==> config.mk <==
export PLATFORM = sky130hd
export DESIGN_NAME = sadc_port
export DESIGN_NICKNAME = d
export VERILOG_FILES = /design/src/hdl/sadc_fifo.v /design/src/hdl/sadc_port.v
export VERILOG_INCLUDE_DIRS = /design/src /design/src/hdl
export SDC_FILE = /design/constraint.sdc
export NUM_CORES = 1
export LEC_CHECK = 0
export ABC_AREA = 1
export BUFFER_PORTS_ARGS = -buffer_cell sky130_fd_sc_hd__buf_2
export CORE_MARGIN = 10
export CORE_UTILIZATION = 55
export CTS_CLUSTER_DIAMETER = 80
export DETAILED_ROUTE_END_ITERATION = 12
export PLACE_DENSITY = 0.72
export SLEW_MARGIN = 20
export SYNTH_ARGS = -nofsm -noshare
export SYNTH_HDL_FRONTEND = slang
export SYNTH_SLANG_ARGS = --single-unit
export TNS_END_PERCENT = 10
==> constraint.sdc <==
create_clock -name mclk -period 3.35 [get_ports mclk]
set_input_delay 0.67 -clock mclk [delete_from_list [all_inputs] [get_ports mclk]]
set_output_delay 0.67 -clock mclk [all_outputs]
set_load 0.01 [all_outputs]
==> src/hdl/sadc_consts.vh <==
// Purpose: Shared constants of the serial ADC control port.
// Assumes: Master clock of 40 MHz; link pins sampled by that clock.
// Notes: Overview and tags follow.
// Overview of operation
// - Chip select falling clears frame counters and control state, enables link.
// - Chip select high makes serial clock and data input ignored.
// - Command nibble is captured on the first four rising serial clock edges.
// - Four configuration bits follow the command nibble on the next rising edges.
// - Data output is released while chip select is high, driven while low.
// - On chip select low the first result bit is driven at once.
// - Each later falling serial clock edge advances to the next result bit.
// - End-of-conversion output goes high once a conversion completes.
// - Selector offers eleven external inputs and three self-test levels.
// - Link uses clock idle low with data captured on rising edges.
// - Result may be sent top bit first or bottom bit first.
// - Result is 12 bits; host chooses the output word length.
// - Result coding is straight binary or bipolar.
// - Sampling starts by itself in every frame.
// - End-of-conversion falls after last falling edge, stays low until result ready.
// - Eight input bits on first eight rising edges; address valid after fourth.
// - Sampling runs from fourth falling edge to the frame's last falling edge.
// - Last falling edge hands over to the internal conversion machine.
`ifndef SADC_CONSTS_VH
`define SADC_CONSTS_VH

`define SADC_MCLK_MHZ 40
`define SADC_CONV_TIME_NS 1600
`define SADC_CONV_CYC ((`SADC_CONV_TIME_NS * `SADC_MCLK_MHZ + 999) / 1000)

`define SADC_RES_W 12
`define SADC_WORD_W 16
`define SADC_FIFO_DEPTH 4
`define SADC_CMD_BITS 4
`define SADC_IN_BITS 8

`define SADC_CFG_LEN_HI 3
`define SADC_CFG_LEN_LO 2
`define SADC_CFG_LSBF 1
`define SADC_CFG_BIPOLAR 0
`define SADC_CFG_RESET 4'h0

`define SADC_LEN_12 2'h0
`define SADC_LEN_8 2'h1
`define SADC_LEN_16 2'h2

`define SADC_CH_LAST_EXT 4'ha
`define SADC_CH_TEST_MID 4'hb
`define SADC_CH_TEST_LO 4'hc
`define SADC_CH_TEST_HI 4'hd
`define SADC_CODE_MID 12'h800
`define SADC_CODE_LO 12'h000
`define SADC_CODE_HI 12'hfff

`endif

==> src/hdl/sadc_fifo.v <==
// Purpose: Small synchronous FIFO for conversion results.
// Assumes: Single clock; write and read may occur in the same cycle.
// Notes: Storage in flip-flops; full and empty come from an occupancy count.
`default_nettype none

module sadc_fifo #(
    parameter WIDTH = 16,
    parameter DEPTH = 4,
    parameter AW = 2
) (
    input wire mclk,                   // Clock
    input wire reset_n,                // Async reset, active low
    input wire clk_en,                 // Freezes state while low
    input wire in_valid,               // Write request
    output wire in_ready,              // Room for a word
    input wire [WIDTH-1:0] in_data,    // Write data
    output wire out_valid,             // Word available
    input wire out_ready,              // Read request
    output wire [WIDTH-1:0] out_data   // Head word
);
    reg [WIDTH-1:0] mem_ff [0:DEPTH-1];
    reg [AW-1:0] wr_ff;
    reg [AW-1:0] rd_ff;
    reg [AW:0] cnt_ff;
    wire do_wr;
    wire do_rd;
    integer i;

    assign in_ready = (cnt_ff != DEPTH[AW:0]);
    assign out_valid = (cnt_ff != {(AW+1){1'b0}});
    assign out_data = mem_ff[rd_ff];
    assign do_wr = in_valid & in_ready & clk_en;
    assign do_rd = out_valid & out_ready & clk_en;

    always @(posedge mclk or negedge reset_n) begin
        if (!reset_n) begin
            wr_ff <= {AW{1'b0}};
            rd_ff <= {AW{1'b0}};
            cnt_ff <= {(AW+1){1'b0}};
            for (i = 0; i < DEPTH; i = i + 1) begin
                mem_ff[i] <= {WIDTH{1'b0}};
            end
        end else begin
            if (do_wr) begin
                mem_ff[wr_ff] <= in_data;
                wr_ff <= (wr_ff == DEPTH[AW-1:0] - 1'b1) ? {AW{1'b0}} : wr_ff + 1'b1;
            end
            if (do_rd) begin
                rd_ff <= (rd_ff == DEPTH[AW-1:0] - 1'b1) ? {AW{1'b0}} : rd_ff + 1'b1;
            end
            if (do_wr && !do_rd) begin
                cnt_ff <= cnt_ff + 1'b1;
            end else if (do_rd && !do_wr) begin
                cnt_ff <= cnt_ff - 1'b1;
            end
        end
    end
endmodule

`default_nettype wire

==> src/hdl/sadc_port.v <==
// Purpose: Serial host port and conversion control of a 12-bit ADC.
// Assumes: Link pins are asynchronous to mclk and sampled twice before use.
// Notes: Analog path is outside; its code arrives on conv_code.
`include "sadc_consts.vh"
`default_nettype none

module sadc_port #(
    parameter CONV_CYC = `SADC_CONV_CYC,
    parameter FIFO_DEPTH = `SADC_FIFO_DEPTH
) (
    input wire mclk,                   // 40 MHz clock
    input wire reset_n,                // Async reset, active low
    input wire clk_en,                 // Freezes all state while low
    input wire cs_n,                   // Chip select pin, active low
    input wire io_clk,                 // Serial clock pin
    input wire data_in,                // Serial data input pin
    input wire [11:0] conv_code,       // Code from the analog converter
    output reg data_out_ff,            // Serial data output value
    output reg data_out_oe_n_ff,       // Output enable, low while driving
    output reg eoc_ff,                 // End of conversion status
    output reg [3:0] chan_sel_ff,      // Selected input for the converter
    output reg sampling_ff,            // Sample switch closed
    output reg busy_ff,                // Conversion machine active
    output reg [3:0] cfg_ff            // Active configuration bits
);
    localparam ST_IDLE = 2'h0;
    localparam ST_CONV = 2'h1;
    localparam ST_PUSH = 2'h2;
    localparam W = `SADC_WORD_W;

    // Pin synchronisers
    reg cs_s1_ff;
    reg cs_s2_ff;
    reg cs_s3_ff;
    reg clk_s1_ff;
    reg clk_s2_ff;
    reg clk_s3_ff;
    reg din_s1_ff;
    reg din_s2_ff;

    // Frame state
    reg [3:0] rise_cnt_ff;
    reg [4:0] fall_cnt_ff;
    reg [7:0] in_shift_ff;
    reg [3:0] command_nibble_register_ff;
    reg [3:0] frame_chan_ff;
    reg [W-1:0] out_shift_ff;
    reg [W-1:0] last_word_ff;
    reg frame_done_ff;

    // Conversion state
    reg [1:0] state_ff;
    reg [15:0] conv_cnt_ff;
    reg [3:0] conv_chan_ff;
    reg [3:0] conv_cfg_ff;
    reg [W-1:0] word_ff;

    wire cs_low;
    wire cs_fall;
    wire cs_rise;
    wire sclk_rise;
    wire sclk_fall;
    wire [4:0] frame_len;
    wire last_fall;
    wire fifo_in_ready;
    wire fifo_out_valid;
    wire [W-1:0] fifo_out_data;
    wire fifo_pop;
    wire push_valid;

    reg [11:0] raw_code;
    reg [11:0] coded;
    reg [W-1:0] nxt_word;
    wire [11:0] coded_rev;
    wire [7:0] top8_rev;

    assign cs_low = ~cs_s2_ff;
    assign cs_fall = cs_s3_ff & ~cs_s2_ff;
    assign cs_rise = ~cs_s3_ff & cs_s2_ff;
    // Edges count only inside a frame and not in its first cycle
    assign sclk_rise = cs_low & ~cs_fall & ~clk_s3_ff & clk_s2_ff;
    assign sclk_fall = cs_low & ~cs_fall & clk_s3_ff & ~clk_s2_ff;

    // Word length chosen by the active configuration
    assign frame_len = (cfg_ff[`SADC_CFG_LEN_HI:`SADC_CFG_LEN_LO] == `SADC_LEN_8) ? 5'd8 :
                       (cfg_ff[`SADC_CFG_LEN_HI:`SADC_CFG_LEN_LO] == `SADC_LEN_16) ? 5'd16 :
                       5'd12;
    assign last_fall = sclk_fall & ~frame_done_ff & (fall_cnt_ff + 5'd1 == frame_len);

    assign fifo_pop = cs_fall & fifo_out_valid;
    assign push_valid = (state_ff == ST_PUSH);

    always @(posedge mclk or negedge reset_n) begin
        if (!reset_n) begin
            cs_s1_ff <= 1'b1;
            cs_s2_ff <= 1'b1;
            cs_s3_ff <= 1'b1;
            clk_s1_ff <= 1'b0;
            clk_s2_ff <= 1'b0;
            clk_s3_ff <= 1'b0;
            din_s1_ff <= 1'b0;
            din_s2_ff <= 1'b0;
        end else if (clk_en) begin
            cs_s1_ff <= cs_n;
            cs_s2_ff <= cs_s1_ff;
            cs_s3_ff <= cs_s2_ff;
            clk_s1_ff <= io_clk;
            clk_s2_ff <= clk_s1_ff;
            clk_s3_ff <= clk_s2_ff;
            din_s1_ff <= data_in;
            din_s2_ff <= din_s1_ff;
        end
    end

    // Input side: command nibble then configuration bits, top bit first
    always @(posedge mclk or negedge reset_n) begin
        if (!reset_n) begin
            rise_cnt_ff <= 4'h0;
            in_shift_ff <= 8'h00;
            command_nibble_register_ff <= 4'h0;
            chan_sel_ff <= 4'h0;
        end else if (clk_en) begin
            if (cs_fall) begin
                rise_cnt_ff <= 4'h0;
                in_shift_ff <= 8'h00;
            end else if (sclk_rise && rise_cnt_ff != 4'd8) begin
                rise_cnt_ff <= rise_cnt_ff + 4'd1;
                in_shift_ff <= {in_shift_ff[6:0], din_s2_ff};
                if (rise_cnt_ff == 4'd3) begin
                    command_nibble_register_ff <= {in_shift_ff[2:0], din_s2_ff};
                    chan_sel_ff <= {in_shift_ff[2:0], din_s2_ff};
                end
            end
        end
    end

    // Output side: first bit at frame start, next bit on each falling edge
    always @(posedge mclk or negedge reset_n) begin
        if (!reset_n) begin
            fall_cnt_ff <= 5'h00;
            out_shift_ff <= {W{1'b0}};
            last_word_ff <= {W{1'b0}};
            data_out_ff <= 1'b0;
            data_out_oe_n_ff <= 1'b1;
            frame_done_ff <= 1'b0;
            sampling_ff <= 1'b0;
            frame_chan_ff <= 4'h0;
        end else if (clk_en) begin
            data_out_oe_n_ff <= cs_s2_ff;
            if (cs_fall) begin
                fall_cnt_ff <= 5'h00;
                frame_done_ff <= 1'b0;
                sampling_ff <= 1'b0;
                if (fifo_out_valid) begin
                    out_shift_ff <= fifo_out_data;
                    last_word_ff <= fifo_out_data;
                    data_out_ff <= fifo_out_data[W-1];
                end else begin
                    out_shift_ff <= last_word_ff;
                    data_out_ff <= last_word_ff[W-1];
                end
            end else if (sclk_fall && !frame_done_ff) begin
                fall_cnt_ff <= fall_cnt_ff + 5'd1;
                out_shift_ff <= {out_shift_ff[W-2:0], 1'b0};
                data_out_ff <= out_shift_ff[W-2];
                if (fall_cnt_ff == 5'd3) begin
                    sampling_ff <= 1'b1;
                end
                if (last_fall) begin
                    sampling_ff <= 1'b0;
                    frame_done_ff <= 1'b1;
                    frame_chan_ff <= command_nibble_register_ff;
                end
            end else if (cs_rise && !frame_done_ff) begin
                sampling_ff <= 1'b0;
            end
        end
    end

    // Configuration takes effect at the end of the frame that carried it
    always @(posedge mclk or negedge reset_n) begin
        if (!reset_n) begin
            cfg_ff <= `SADC_CFG_RESET;
        end else if (clk_en && last_fall && rise_cnt_ff == 4'd8) begin
            cfg_ff <= in_shift_ff[3:0];
        end
    end

    // Self-test levels replace the analog code
    always @* begin
        case (conv_chan_ff)
            `SADC_CH_TEST_MID: raw_code = `SADC_CODE_MID;
            `SADC_CH_TEST_LO: raw_code = `SADC_CODE_LO;
            `SADC_CH_TEST_HI: raw_code = `SADC_CODE_HI;
            default: raw_code = (conv_chan_ff <= `SADC_CH_LAST_EXT) ? conv_code : 12'h000;
        endcase
        // Bipolar coding flips the top bit of the straight code
        coded = conv_cfg_ff[`SADC_CFG_BIPOLAR] ? {~raw_code[11], raw_code[10:0]} : raw_code;
    end

    genvar g;
    generate
        for (g = 0; g < 12; g = g + 1) begin : g_rev12
            assign coded_rev[g] = coded[11-g];
        end
        for (g = 0; g < 8; g = g + 1) begin : g_rev8
            assign top8_rev[g] = coded[11-g];
        end
    endgenerate

    // Shift word, left aligned, in the order the bits leave the port
    always @* begin
        nxt_word = {W{1'b0}};
        case (conv_cfg_ff[`SADC_CFG_LEN_HI:`SADC_CFG_LEN_LO])
            `SADC_LEN_8: begin
                if (conv_cfg_ff[`SADC_CFG_LSBF]) begin
                    nxt_word = {top8_rev, 8'h00};
                end else begin
                    nxt_word = {coded[11:4], 8'h00};
                end
            end
            `SADC_LEN_16: begin
                if (conv_cfg_ff[`SADC_CFG_LSBF]) begin
                    nxt_word = {coded_rev, 4'h0};
                end else begin
                    nxt_word = {coded, 4'h0};
                end
            end
            default: begin
                if (conv_cfg_ff[`SADC_CFG_LSBF]) begin
                    nxt_word = {coded_rev, 4'h0};
                end else begin
                    nxt_word = {coded, 4'h0};
                end
            end
        endcase
    end

    // Conversion machine on the internal clock
    always @(posedge mclk or negedge reset_n) begin
        if (!reset_n) begin
            state_ff <= ST_IDLE;
            conv_cnt_ff <= 16'h0000;
            conv_chan_ff <= 4'h0;
            conv_cfg_ff <= `SADC_CFG_RESET;
            word_ff <= {W{1'b0}};
            eoc_ff <= 1'b1;
            busy_ff <= 1'b0;
        end else if (clk_en) begin
            case (state_ff)
                ST_IDLE: begin
                    if (last_fall) begin
                        state_ff <= ST_CONV;
                        conv_cnt_ff <= 16'h0000;
                        conv_chan_ff <= command_nibble_register_ff;
                        conv_cfg_ff <= (rise_cnt_ff == 4'd8) ? in_shift_ff[3:0] : cfg_ff;
                        eoc_ff <= 1'b0;
                        busy_ff <= 1'b1;
                    end
                end
                ST_CONV: begin
                    if (conv_cnt_ff == CONV_CYC[15:0] - 16'h0001) begin
                        state_ff <= ST_PUSH;
                        word_ff <= nxt_word;
                    end else begin
                        conv_cnt_ff <= conv_cnt_ff + 16'h0001;
                    end
                end
                ST_PUSH: begin
                    // Waits here while the result buffer is full
                    if (fifo_in_ready) begin
                        state_ff <= ST_IDLE;
                        eoc_ff <= 1'b1;
                        busy_ff <= 1'b0;
                    end
                end
                default: begin
                    state_ff <= ST_IDLE;
                end
            endcase
        end
    end

    sadc_fifo #(
        .WIDTH(W),
        .DEPTH(FIFO_DEPTH),
        .AW(2)
    ) u_fifo (
        .mclk(mclk),
        .reset_n(reset_n),
        .clk_en(clk_en),
        .in_valid(push_valid),
        .in_ready(fifo_in_ready),
        .in_data(word_ff),
        .out_valid(fifo_out_valid),
        .out_ready(fifo_pop),
        .out_data(fifo_out_data)
    );
endmodule

`default_nettype wire

==> report_table.html, run 1 <==
<table>
<tr><th>Metric</th><th>Value</th></tr>
<tr><th colspan="2">Setup path</th></tr>
<tr><td>CP required</td><td>3.66 ns</td></tr>
<tr><td>Arrival time reported for the critical path endpoint</td><td>3.05 ns</td></tr>
<tr><td>Kind of capture point of the worst setup path</td><td>flop</td></tr>
<tr><td>Critical-path maximum fanout</td><td>19</td></tr>
<tr><td>Critical path type</td><td>reg -&gt; reg</td></tr>
<tr><td>Reg2Reg Setup Slack</td><td>0.60 ns</td></tr>
<tr><td>Kind of start point of the critical path</td><td>flop</td></tr>
<tr><th colspan="2">STA</th></tr>
<tr><td>Unrepaired setup endpoints after global routing</td><td>false</td></tr>
<tr><td>Worst slew margin relative to its limit</td><td>54.0%</td></tr>
<tr><td>Worst Clk Skew</td><td>0.00650 ns</td></tr>
<tr><td>Portion of the clock cycle consumed by the worst path in the final layout</td><td>82.0%</td></tr>
<tr><td>Min Clock Period, post-route</td><td>2.75 ns</td></tr>
<tr><td>Final hold vios</td><td>0</td></tr>
<tr><td>Count of pins over their slew limit</td><td>0</td></tr>
<tr><td>Worst path setup slack after routing</td><td>0.605 ns</td></tr>
<tr><td>Minimum hold slack</td><td>0.204 ns</td></tr>
<tr><td>Number of endpoints failing setup at the final stage</td><td>0</td></tr>
<tr><td>Transition at the pin with the smallest max-transition slack</td><td>0.689 ns</td></tr>
<tr><td>Max frequency</td><td>364 MHz</td></tr>
<tr><td>Setup TNS</td><td>0 ns</td></tr>
<tr><th colspan="2">CTS</th></tr>
<tr><td>Postcts setup bufs</td><td>0</td></tr>
<tr><td>TritonCTS clock tree</td><td>built</td></tr>
<tr><td>Cell at the root of the clock tree</td><td>clkbuf_16</td></tr>
<tr><td>Maximum buffer depth of the clock tree</td><td>2</td></tr>
<tr><td>Count of hold-fix buffers inserted at cts</td><td>0</td></tr>
<tr><td>CTS sink count</td><td>158</td></tr>
<tr><td>Number of buffers created by CTS</td><td>17</td></tr>
<tr><td>H-tree levels</td><td>4</td></tr>
<tr><td>Worst-Skew Late Latency</td><td>0.42 ns</td></tr>
<tr><td>Reg clk slew, reported paths</td><td>0.06 ns</td></tr>
<tr><td>Gates resized, CTS repair</td><td>0</td></tr>
<tr><th colspan="2">Global routing</th></tr>
<tr><td>Wire length of the first global-routing pass</td><td>30.1 mm</td></tr>
<tr><td>GRT Util Overall</td><td>18.2%</td></tr>
<tr><td>Vias in the first global route</td><td>6124</td></tr>
<tr><td>Maximum number of pins on one net before global-route repair</td><td>58</td></tr>
<tr><td>Global-route congestion overflow total</td><td>0</td></tr>
<tr><td>Antenna violations before repair</td><td>0</td></tr>
<tr><th colspan="2">Synthesis</th></tr>
<tr><td>Fraction of registers with async set/reset</td><td>100%</td></tr>
<tr><td>Seq cells post-synth</td><td>158</td></tr>
<tr><td>Top cells by count, synth</td><td>322 x nand2_1, 154 x dfrtp_1, 105 x o21ai_0</td></tr>
<tr><td>Number of flops mapped to enable cells by yosys</td><td>0</td></tr>
<tr><td>Top cell type by total area after synthesis</td><td>dfrtp_1</td></tr>
<tr><td>Ranking of synthesized cells by area</td><td>dfrtp_1 48%, nand2_1 15%, o21ai_0 6.6%</td></tr>
<tr><td>Yosys warning total</td><td>0</td></tr>
<tr><td>Sequential fraction of the synthesis area</td><td>49.8%</td></tr>
<tr><td>Top cell type's share of synthesized area</td><td>48.4%</td></tr>
<tr><td>Net count after synthesis</td><td>1006</td></tr>
<tr><td>Instance count of the mapped netlist</td><td>975</td></tr>
<tr><td>Most frequent cell after synthesis</td><td>nand2_1</td></tr>
<tr><td>Post-synth top flop</td><td>dfrtp_1</td></tr>
<tr><td>Count of different cell masters after synthesis</td><td>48</td></tr>
<tr><td>Post-synthesis instance area</td><td>7960 um2</td></tr>
<tr><td>Synthesized area divided by synthesized cell count</td><td>8.16 um2</td></tr>
<tr><th colspan="2">Placement</th></tr>
<tr><td>Post-place setup slack</td><td>0.509 ns</td></tr>
<tr><td>RePlAce Congestion</td><td>0.877</td></tr>
<tr><td>Post-DP HPWL</td><td>11.7 mm</td></tr>
<tr><td>Area after detailed placement</td><td>8180 um2</td></tr>
<tr><td>Count of buffers from port buffering</td><td>30</td></tr>
<tr><th colspan="2">Layout</th></tr>
<tr><td>Share of layout cells above drive strength 1</td><td>11.5%</td></tr>
<tr><td>Post-route core utilization</td><td>62.5%</td></tr>
<tr><td>NumNets Final</td><td>1024</td></tr>
<tr><td># diodes</td><td>0</td></tr>
<tr><td>Final cell area excluding filler cells</td><td>8780 um2</td></tr>
<tr><td>Area growth from synthesis to layout</td><td>10.4%</td></tr>
<tr><td>Layout filler cell count</td><td>1245</td></tr>
<tr><th colspan="2">Floorplanning</th></tr>
<tr><td>Core region area</td><td>14000 um2</td></tr>
<tr><td>Initial core utilization</td><td>56.7%</td></tr>
<tr><td>Chip Width</td><td>140 um</td></tr>
<tr><td>Count of standard-cell rows</td><td>43</td></tr>
<tr><td>Die boundary height</td><td>140 um</td></tr>
<tr><td>Boundary Pins</td><td>31</td></tr>
<tr><td>Die area</td><td>19700 um2</td></tr>
<tr><th colspan="2">Routing</th></tr>
<tr><td>DRT Wirelength</td><td>17.5 mm</td></tr>
<tr><td>Via count</td><td>6383</td></tr>
<tr><td>Via density per instance</td><td>5.38</td></tr>
<tr><td>Per-cell routed wire length</td><td>14.8 um</td></tr>
<tr><td>Iteration-0 DRC count of the detailed router</td><td>385</td></tr>
<tr><td>DRT antenna net count</td><td>0</td></tr>
<tr><td>DRC</td><td>0</td></tr>
<tr><td>Drt first pass iters</td><td>5</td></tr>
<tr><th colspan="2">Power</th></tr>
<tr><td>Maximum vdd drop</td><td>0.000411 V</td></tr>
<tr><td>LEAKAGE</td><td>4.22 nW</td></tr>
<tr><td>Cell area power density</td><td>666 nW/um2</td></tr>
<tr><th colspan="2">Outcome</th></tr>
<tr><td>Result of the run</td><td>completed</td></tr>
<tr><th colspan="2">Flow run</th></tr>
<tr><td>Max Cap Violations</td><td>0</td></tr>
<tr><th colspan="2">Hold path</th></tr>
<tr><td>Class of the tightest hold or removal check</td><td>in -&gt; async</td></tr>
</table>
==> flip-flops by register name, indices dropped and copies added (netlist names), 5 cells and up <==
register       flops
last_word_ff      16
out_shift_ff      15
conv_cnt_ff       16
u_fifo.mem_ff     48
fall_cnt_ff        5
word_ff           12
==> per-layer routing <==
metal  global-route usage (%)  share of wire [%]
met5                        0                  0
met4                     5.11                1.5
met3                     3.99                3.4
met2                     29.0                 47
met1                     24.5                 48
==> path summary, 6_finish.rpt <==
kind | startpoint | to | depth (start not counted)
max reg2reg | data_out_oe_n_ff | u_fifo.cnt_ff[1] | 9
min | reset_n | u_fifo.mem_ff[28] | 1
min in group mclk | cs_n | cs_s1_ff | 3
max | data_out_oe_n_ff | u_fifo.cnt_ff[1] | 9
min reg2reg | cs_s1_ff | cs_s1_ff | 2
max in group asynchronous | reset_n | eoc_ff | 2
==> cell usage in the layout, fill, tap and decap left out, types with 2 or more instances in the layout <==
| cell | n |
|---|---|
| buf_2 | 29 |
| dfrtp_1 | 154 |
| bufinv_16 | 3 |
| nor2_2 | 3 |
| clkinv_2 | 2 |
| nand4_1 | 11 |
| o221ai_1 | 2 |
| inv_1 | 75 |
| nand3_1 | 65 |
| ha_1 | 12 |
| nand3b_1 | 2 |
| buf_4 | 4 |
| xor2_1 | 7 |
| nand2_4 | 6 |
| clkinv_1 | 3 |
| o21ai_1 | 7 |
| inv_2 | 8 |
| nor2_4 | 7 |
| nor2_1 | 52 |
| nand2_1 | 322 |
| clkinv_4 | 2 |
| xnor2_1 | 4 |
| o21a_1 | 2 |
| nand3_2 | 10 |
| dfstp_2 | 4 |
| clkbuf_1 | 3 |
| clkbuf_16 | 17 |
| nor3_1 | 3 |
| o211ai_1 | 7 |
| buf_12 | 2 |
| clkbuf_8 | 2 |
| nand2_2 | 6 |
| clkinvlp_4 | 3 |
| o21ai_0 | 105 |
| a21oi_1 | 28 |
| o22ai_1 | 19 |
==> cell families (layout without fill, tap and decap cells) <==
| family | count (synthesis) | after routing | share of synthesized area [%] |
|---|---|---|---|
| xor gates and xnor gates | 11 | 11 | 1.21 |
| buffers and inverters | 124 | 155 | 7.03 |
| AOI/OAI and AO/OA | 174 | 174 | 11.8 |
| and+or+nand+nor | 494 | 494 | 27.9 |
| muxes | 1 | 1 | 0.142 |
| adders and majority gates | 13 | 13 | 2.14 |
| DFF | 158 | 158 | 49.8 |
==> critical path, cell delays in order (launching register included) <==
cell and delay, ns:
dfstp_2 0.56, nand2_2 0.17, nor2_4 0.25, inv_2 0.13, nor2_4 0.26, inv_2 0.22
ha_1 0.24, inv_1 0.10, fa_1 0.42, mux2_2 0.27
==> power breakdown <==
group,switching (mW),leakage (nW),internal (mW),total (mW)
Clock,0.762,0.286,1.21,1.97
Sequential,0.249,2.03,2.29,2.53
Combinational,0.899,1.90,0.441,1.34
==> final cells by class <==
type                       instances  area, um2  area share [%]
sequential                       158       3960            45.1
multi-input combinational        693       3440            39.1
clock buffer                      22        464            5.29
inverter                          87        329            3.75
timing repair buffer              36        226            2.58
tap                              180        225            2.56
clock inverter                    10        140            1.60
==> through the flow <==
step	total power, mW	instances
CTS	5.88	1186
finish	5.85	1186
global route	6.20	1186
detailed placement	3.89	1154
floorplan	3.54	975
global placement	3.86	1154
Power figures use the tool's default switching activity.
==> run 2: changes to the inputs <==
==> constraint.sdc (replaced) <==
create_clock -name mclk -period 2.75 [get_ports mclk]
set_input_delay 0.55 -clock mclk [delete_from_list [all_inputs] [get_ports mclk]]
set_output_delay 0.55 -clock mclk [all_outputs]
set_load 0.01 [all_outputs]
==> run 2 against run 1 <==
Hold slack got worse by 0.11 ns. Register-to-register slack got worse by 0.28 ns. Cell count rose by 0.51%. Clock power increased by 19%. Combinational power rose by 22%. Via count grew 0.14%. Sequential cell count did not move. Global-route usage grew 0.30 points. First-iteration DRC count rose by 3.6%. Critical path type unchanged. Critical endpoint is now u_fifo.cnt_ff[2]. Largest cell class unchanged.
==> report_table.html, run 2 (synthesis results as in run 1) <==
<table>
<tr><th>Metric</th><th>Value</th></tr>
<tr><th colspan="2">Layout</th></tr>
<tr><td>Largest Register</td><td>u_fifo.mem_ff</td></tr>
<tr><td>Most common cell after layout, fill and taps aside</td><td>nand2_1</td></tr>
<tr><td>Final non-filler cell total</td><td>1192 (+0.51%)</td></tr>
<tr><td>Area growth from synthesis to layout</td><td>10.5% (about the same)</td></tr>
<tr><td>Most frequent cells in the layout</td><td>322 x nand2_1, 154 x dfrtp_1, 105 x o21ai_0</td></tr>
<tr><td>Share of layout cells above drive strength 1</td><td>12.4% (+0.82 points)</td></tr>
<tr><td>Final cell area excluding filler cells</td><td>8790 um2 (about the same)</td></tr>
<tr><td>NumNets Final</td><td>1030 (+0.59%)</td></tr>
<tr><td>Largest registers</td><td>u_fifo.mem_ff (48), conv_cnt_ff (16), last_word_ff (16)</td></tr>
<tr><td>Layout filler cell count</td><td>1234 (-0.88%)</td></tr>
<tr><td>Number of flip-flops under the largest register name</td><td>48 (unchanged)</td></tr>
<tr><td># diodes</td><td>0 (unchanged)</td></tr>
<tr><th colspan="2">Floorplanning</th></tr>
<tr><td>Boundary Pins</td><td>31 (unchanged)</td></tr>
<tr><td>Die area</td><td>19700 um2 (unchanged)</td></tr>
<tr><td>Count of standard-cell rows</td><td>43 (unchanged)</td></tr>
<tr><td>Die boundary height</td><td>140 um (unchanged)</td></tr>
<tr><td>Chip Width</td><td>140 um (unchanged)</td></tr>
<tr><td>Core region area</td><td>14000 um2 (unchanged)</td></tr>
<tr><td>Initial core utilization</td><td>56.7% (unchanged)</td></tr>
<tr><th colspan="2">STA</th></tr>
<tr><td>Worst Clk Skew</td><td>0.00964 ns (+0.00314 ns)</td></tr>
<tr><td>Worst slew margin relative to its limit</td><td>57.5% (+3.5 points)</td></tr>
<tr><td>Max frequency</td><td>412 MHz (+13%)</td></tr>
<tr><td>Unrepaired setup endpoints after global routing</td><td>false</td></tr>
<tr><td>Portion of the clock cycle consumed by the worst path in the final layout</td><td>88.2% (+6.3 points)</td></tr>
<tr><td>Final hold vios</td><td>0 (unchanged)</td></tr>
<tr><td>Min Clock Period, post-route</td><td>2.43 ns (-0.319 ns)</td></tr>
<tr><td>Count of pins over their slew limit</td><td>0 (unchanged)</td></tr>
<tr><td>Transition at the pin with the smallest max-transition slack</td><td>0.637 ns (-0.0528 ns)</td></tr>
<tr><td>Minimum hold slack</td><td>0.0943 ns (-0.110 ns)</td></tr>
<tr><td>Number of endpoints failing setup at the final stage</td><td>0 (unchanged)</td></tr>
<tr><td>Setup TNS</td><td>0 ns (unchanged)</td></tr>
<tr><th colspan="2">CTS</th></tr>
<tr><td>Gates resized, CTS repair</td><td>0 (unchanged)</td></tr>
<tr><td>Postcts setup bufs</td><td>0 (unchanged)</td></tr>
<tr><td>Cell at the root of the clock tree</td><td>clkbuf_16</td></tr>
<tr><td>TritonCTS clock tree</td><td>built</td></tr>
<tr><td>Number of buffers created by CTS</td><td>17 (unchanged)</td></tr>
<tr><td>H-tree levels</td><td>4 (unchanged)</td></tr>
<tr><td>Worst-Skew Late Latency</td><td>0.44 ns (+0.02 ns)</td></tr>
<tr><td>Count of hold-fix buffers inserted at cts</td><td>0 (unchanged)</td></tr>
<tr><td>CTS sink count</td><td>158 (unchanged)</td></tr>
<tr><td>Reg clk slew, reported paths</td><td>0.07 ns (about the same)</td></tr>
<tr><td>Maximum buffer depth of the clock tree</td><td>2 (unchanged)</td></tr>
<tr><th colspan="2">Setup path</th></tr>
<tr><td>Critical path type</td><td>reg -&gt; reg</td></tr>
<tr><td>Critical-path maximum fanout</td><td>19 (unchanged)</td></tr>
<tr><td>Kind of start point of the critical path</td><td>flop</td></tr>
<tr><td>Kind of capture point of the worst setup path</td><td>flop</td></tr>
<tr><td>Arrival time reported for the critical path endpoint</td><td>2.74 ns (-0.31 ns)</td></tr>
<tr><td>Reg2Reg Setup Slack</td><td>0.32 ns (-0.28 ns)</td></tr>
<tr><td>CP required</td><td>3.07 ns (-0.59 ns)</td></tr>
<tr><td>Worst reg2reg path depth</td><td>12 (+3)</td></tr>
<tr><th colspan="2">Placement</th></tr>
<tr><td>Total instance count after detailed placement</td><td>1160 (+0.52%)</td></tr>
<tr><td>Area after detailed placement</td><td>8210 um2 (+0.40%)</td></tr>
<tr><td>Count of buffers from port buffering</td><td>30 (unchanged)</td></tr>
<tr><td>Post-DP HPWL</td><td>12.1 mm (+3.5%)</td></tr>
<tr><td>RePlAce Congestion</td><td>0.885 (+0.90%)</td></tr>
<tr><th colspan="2">Outcome</th></tr>
<tr><td>Result of the run</td><td>completed</td></tr>
<tr><th colspan="2">Hold path</th></tr>
<tr><td>Class of the tightest hold or removal check</td><td>in -&gt; async</td></tr>
<tr><th colspan="2">Routing</th></tr>
<tr><td>Via count</td><td>6392 (+0.14%)</td></tr>
<tr><td>DRT Wirelength</td><td>17.8 mm (+1.6%)</td></tr>
<tr><td>Via density per instance</td><td>5.36 (-0.36%)</td></tr>
<tr><td>DRT antenna net count</td><td>0 (unchanged)</td></tr>
<tr><td>Per-cell routed wire length</td><td>14.9 um (+1.1%)</td></tr>
<tr><td>DRC</td><td>0 (unchanged)</td></tr>
<tr><td>Iteration-0 DRC count of the detailed router</td><td>399 (+3.6%)</td></tr>
<tr><td>Drt first pass iters</td><td>5 (unchanged)</td></tr>
<tr><th colspan="2">Global routing</th></tr>
<tr><td>Antenna violations before repair</td><td>0 (unchanged)</td></tr>
<tr><td>GRT Util Overall</td><td>18.5% (+0.30 points)</td></tr>
<tr><td>Maximum number of pins on one net before global-route repair</td><td>60 (+3.4%)</td></tr>
<tr><td>Vias in the first global route</td><td>6115 (-0.15%)</td></tr>
<tr><td>Wire length of the first global-routing pass</td><td>30.2 mm (+0.53%)</td></tr>
<tr><td>Global-route congestion overflow total</td><td>0 (unchanged)</td></tr>
<tr><th colspan="2">Power</th></tr>
<tr><td>LEAKAGE</td><td>4.24 nW (+0.39%)</td></tr>
<tr><td>Internal</td><td>4.69 mW (+19%)</td></tr>
<tr><td>Sw Ratio</td><td>33.9% (+1.2 points)</td></tr>
<tr><td>Share of power burned in registers</td><td>43.7% (+0.4 points)</td></tr>
<tr><td>Maximum vdd drop</td><td>0.000405 V (-1.4%)</td></tr>
<tr><td>Overall power</td><td>7.09 mW (+21%)</td></tr>
<tr><td>Cell area power density</td><td>806 nW/um2 (+21%)</td></tr>
<tr><td>Power dissipated by switching net loads</td><td>2.40 mW (+26%)</td></tr>
<tr><td>Clock network power share</td><td>33.2% (-0.5 points)</td></tr>
<tr><td>Combinational share of power</td><td>23.1% (+0.2 points)</td></tr>
<tr><th colspan="2">Flow run</th></tr>
<tr><td>Max Cap Violations</td><td>0 (unchanged)</td></tr>
</table>
run 2: cell types whose count changed in the layout (fill, tap and decap cells not counted), sizes merged:
cell / before / now
buf: 36 / 42
clkbuf: 22 / 18
inv: 84 / 87
clkinvlp: 3 / 4
clkinv: 7 / 8
bufinv: 3 / 2
run 2: final cells by class:
type	instances	area, um2	area share [%]
Tap cell	180	225	2.56
Timing Repair Buffer	42	259	2.95
Clock inverter	14	141	1.61
Sequential cell	158	3960	45.0
Inverter	87	329	3.74
Clock buffer	18	439	5.00
Multi-Input combinational cell	693	3440	39.1
run 2: path summary, 6_finish.rpt:
check,from,endpoint
max in group asynchronous,reset_n,out_shift_ff[1]
worst min register to register,eoc_ff,eoc_ff
worst max register to register,cs_s2_ff,u_fifo.cnt_ff[2]
worst max-delay path,cs_s2_ff,u_fifo.cnt_ff[2]
min in group mclk,data_in,din_s1_ff
worst min-delay path,reset_n,u_fifo.mem_ff[9]
run 2: per-stage QoR:
stage | util, % | worst slack [ns]
global placement | 58.5 | 0.303
detailed placement | 58.5 | 0.287
CTS | 62.6 | 0.320
global route | 62.6 | 0.137
finish | 62.6 | 0.324
floorplan | - | 0.302
run 2: power by group through the flow:
stage	clock, mW	combinational [mW]	sequential [mW]
after floorplan	0	1.26	3.05
after global placement	0	1.60	3.12
after detailed placement	0	1.63	3.13
after CTS	2.36	1.65	3.10
after global routing	2.45	1.87	3.16
final	2.35	1.64	3.10
run 2: critical path: stages (launching register included):
cell and delay (ns):
dfstp_2 0.54, inv_1 0.06, nand2_2 0.18, nor2_4 0.05, inv_2 0.12, nor2_4 0.05
inv_2 0.24, ha_1 0.20, inv_1 0.07, fa_1 0.38, a21oi_1 0.15, o21ai_0 0.12
xor2_1 0.15
run 2: metal layers:
layer,wire (um),global-route usage [%],vias to the layer above
met5,0,0,-
met4,291,5.71,0
met3,575,3.99,17
met2,8660,30.3,113
met1,8270,24.0,3035
li1,-,-,3227
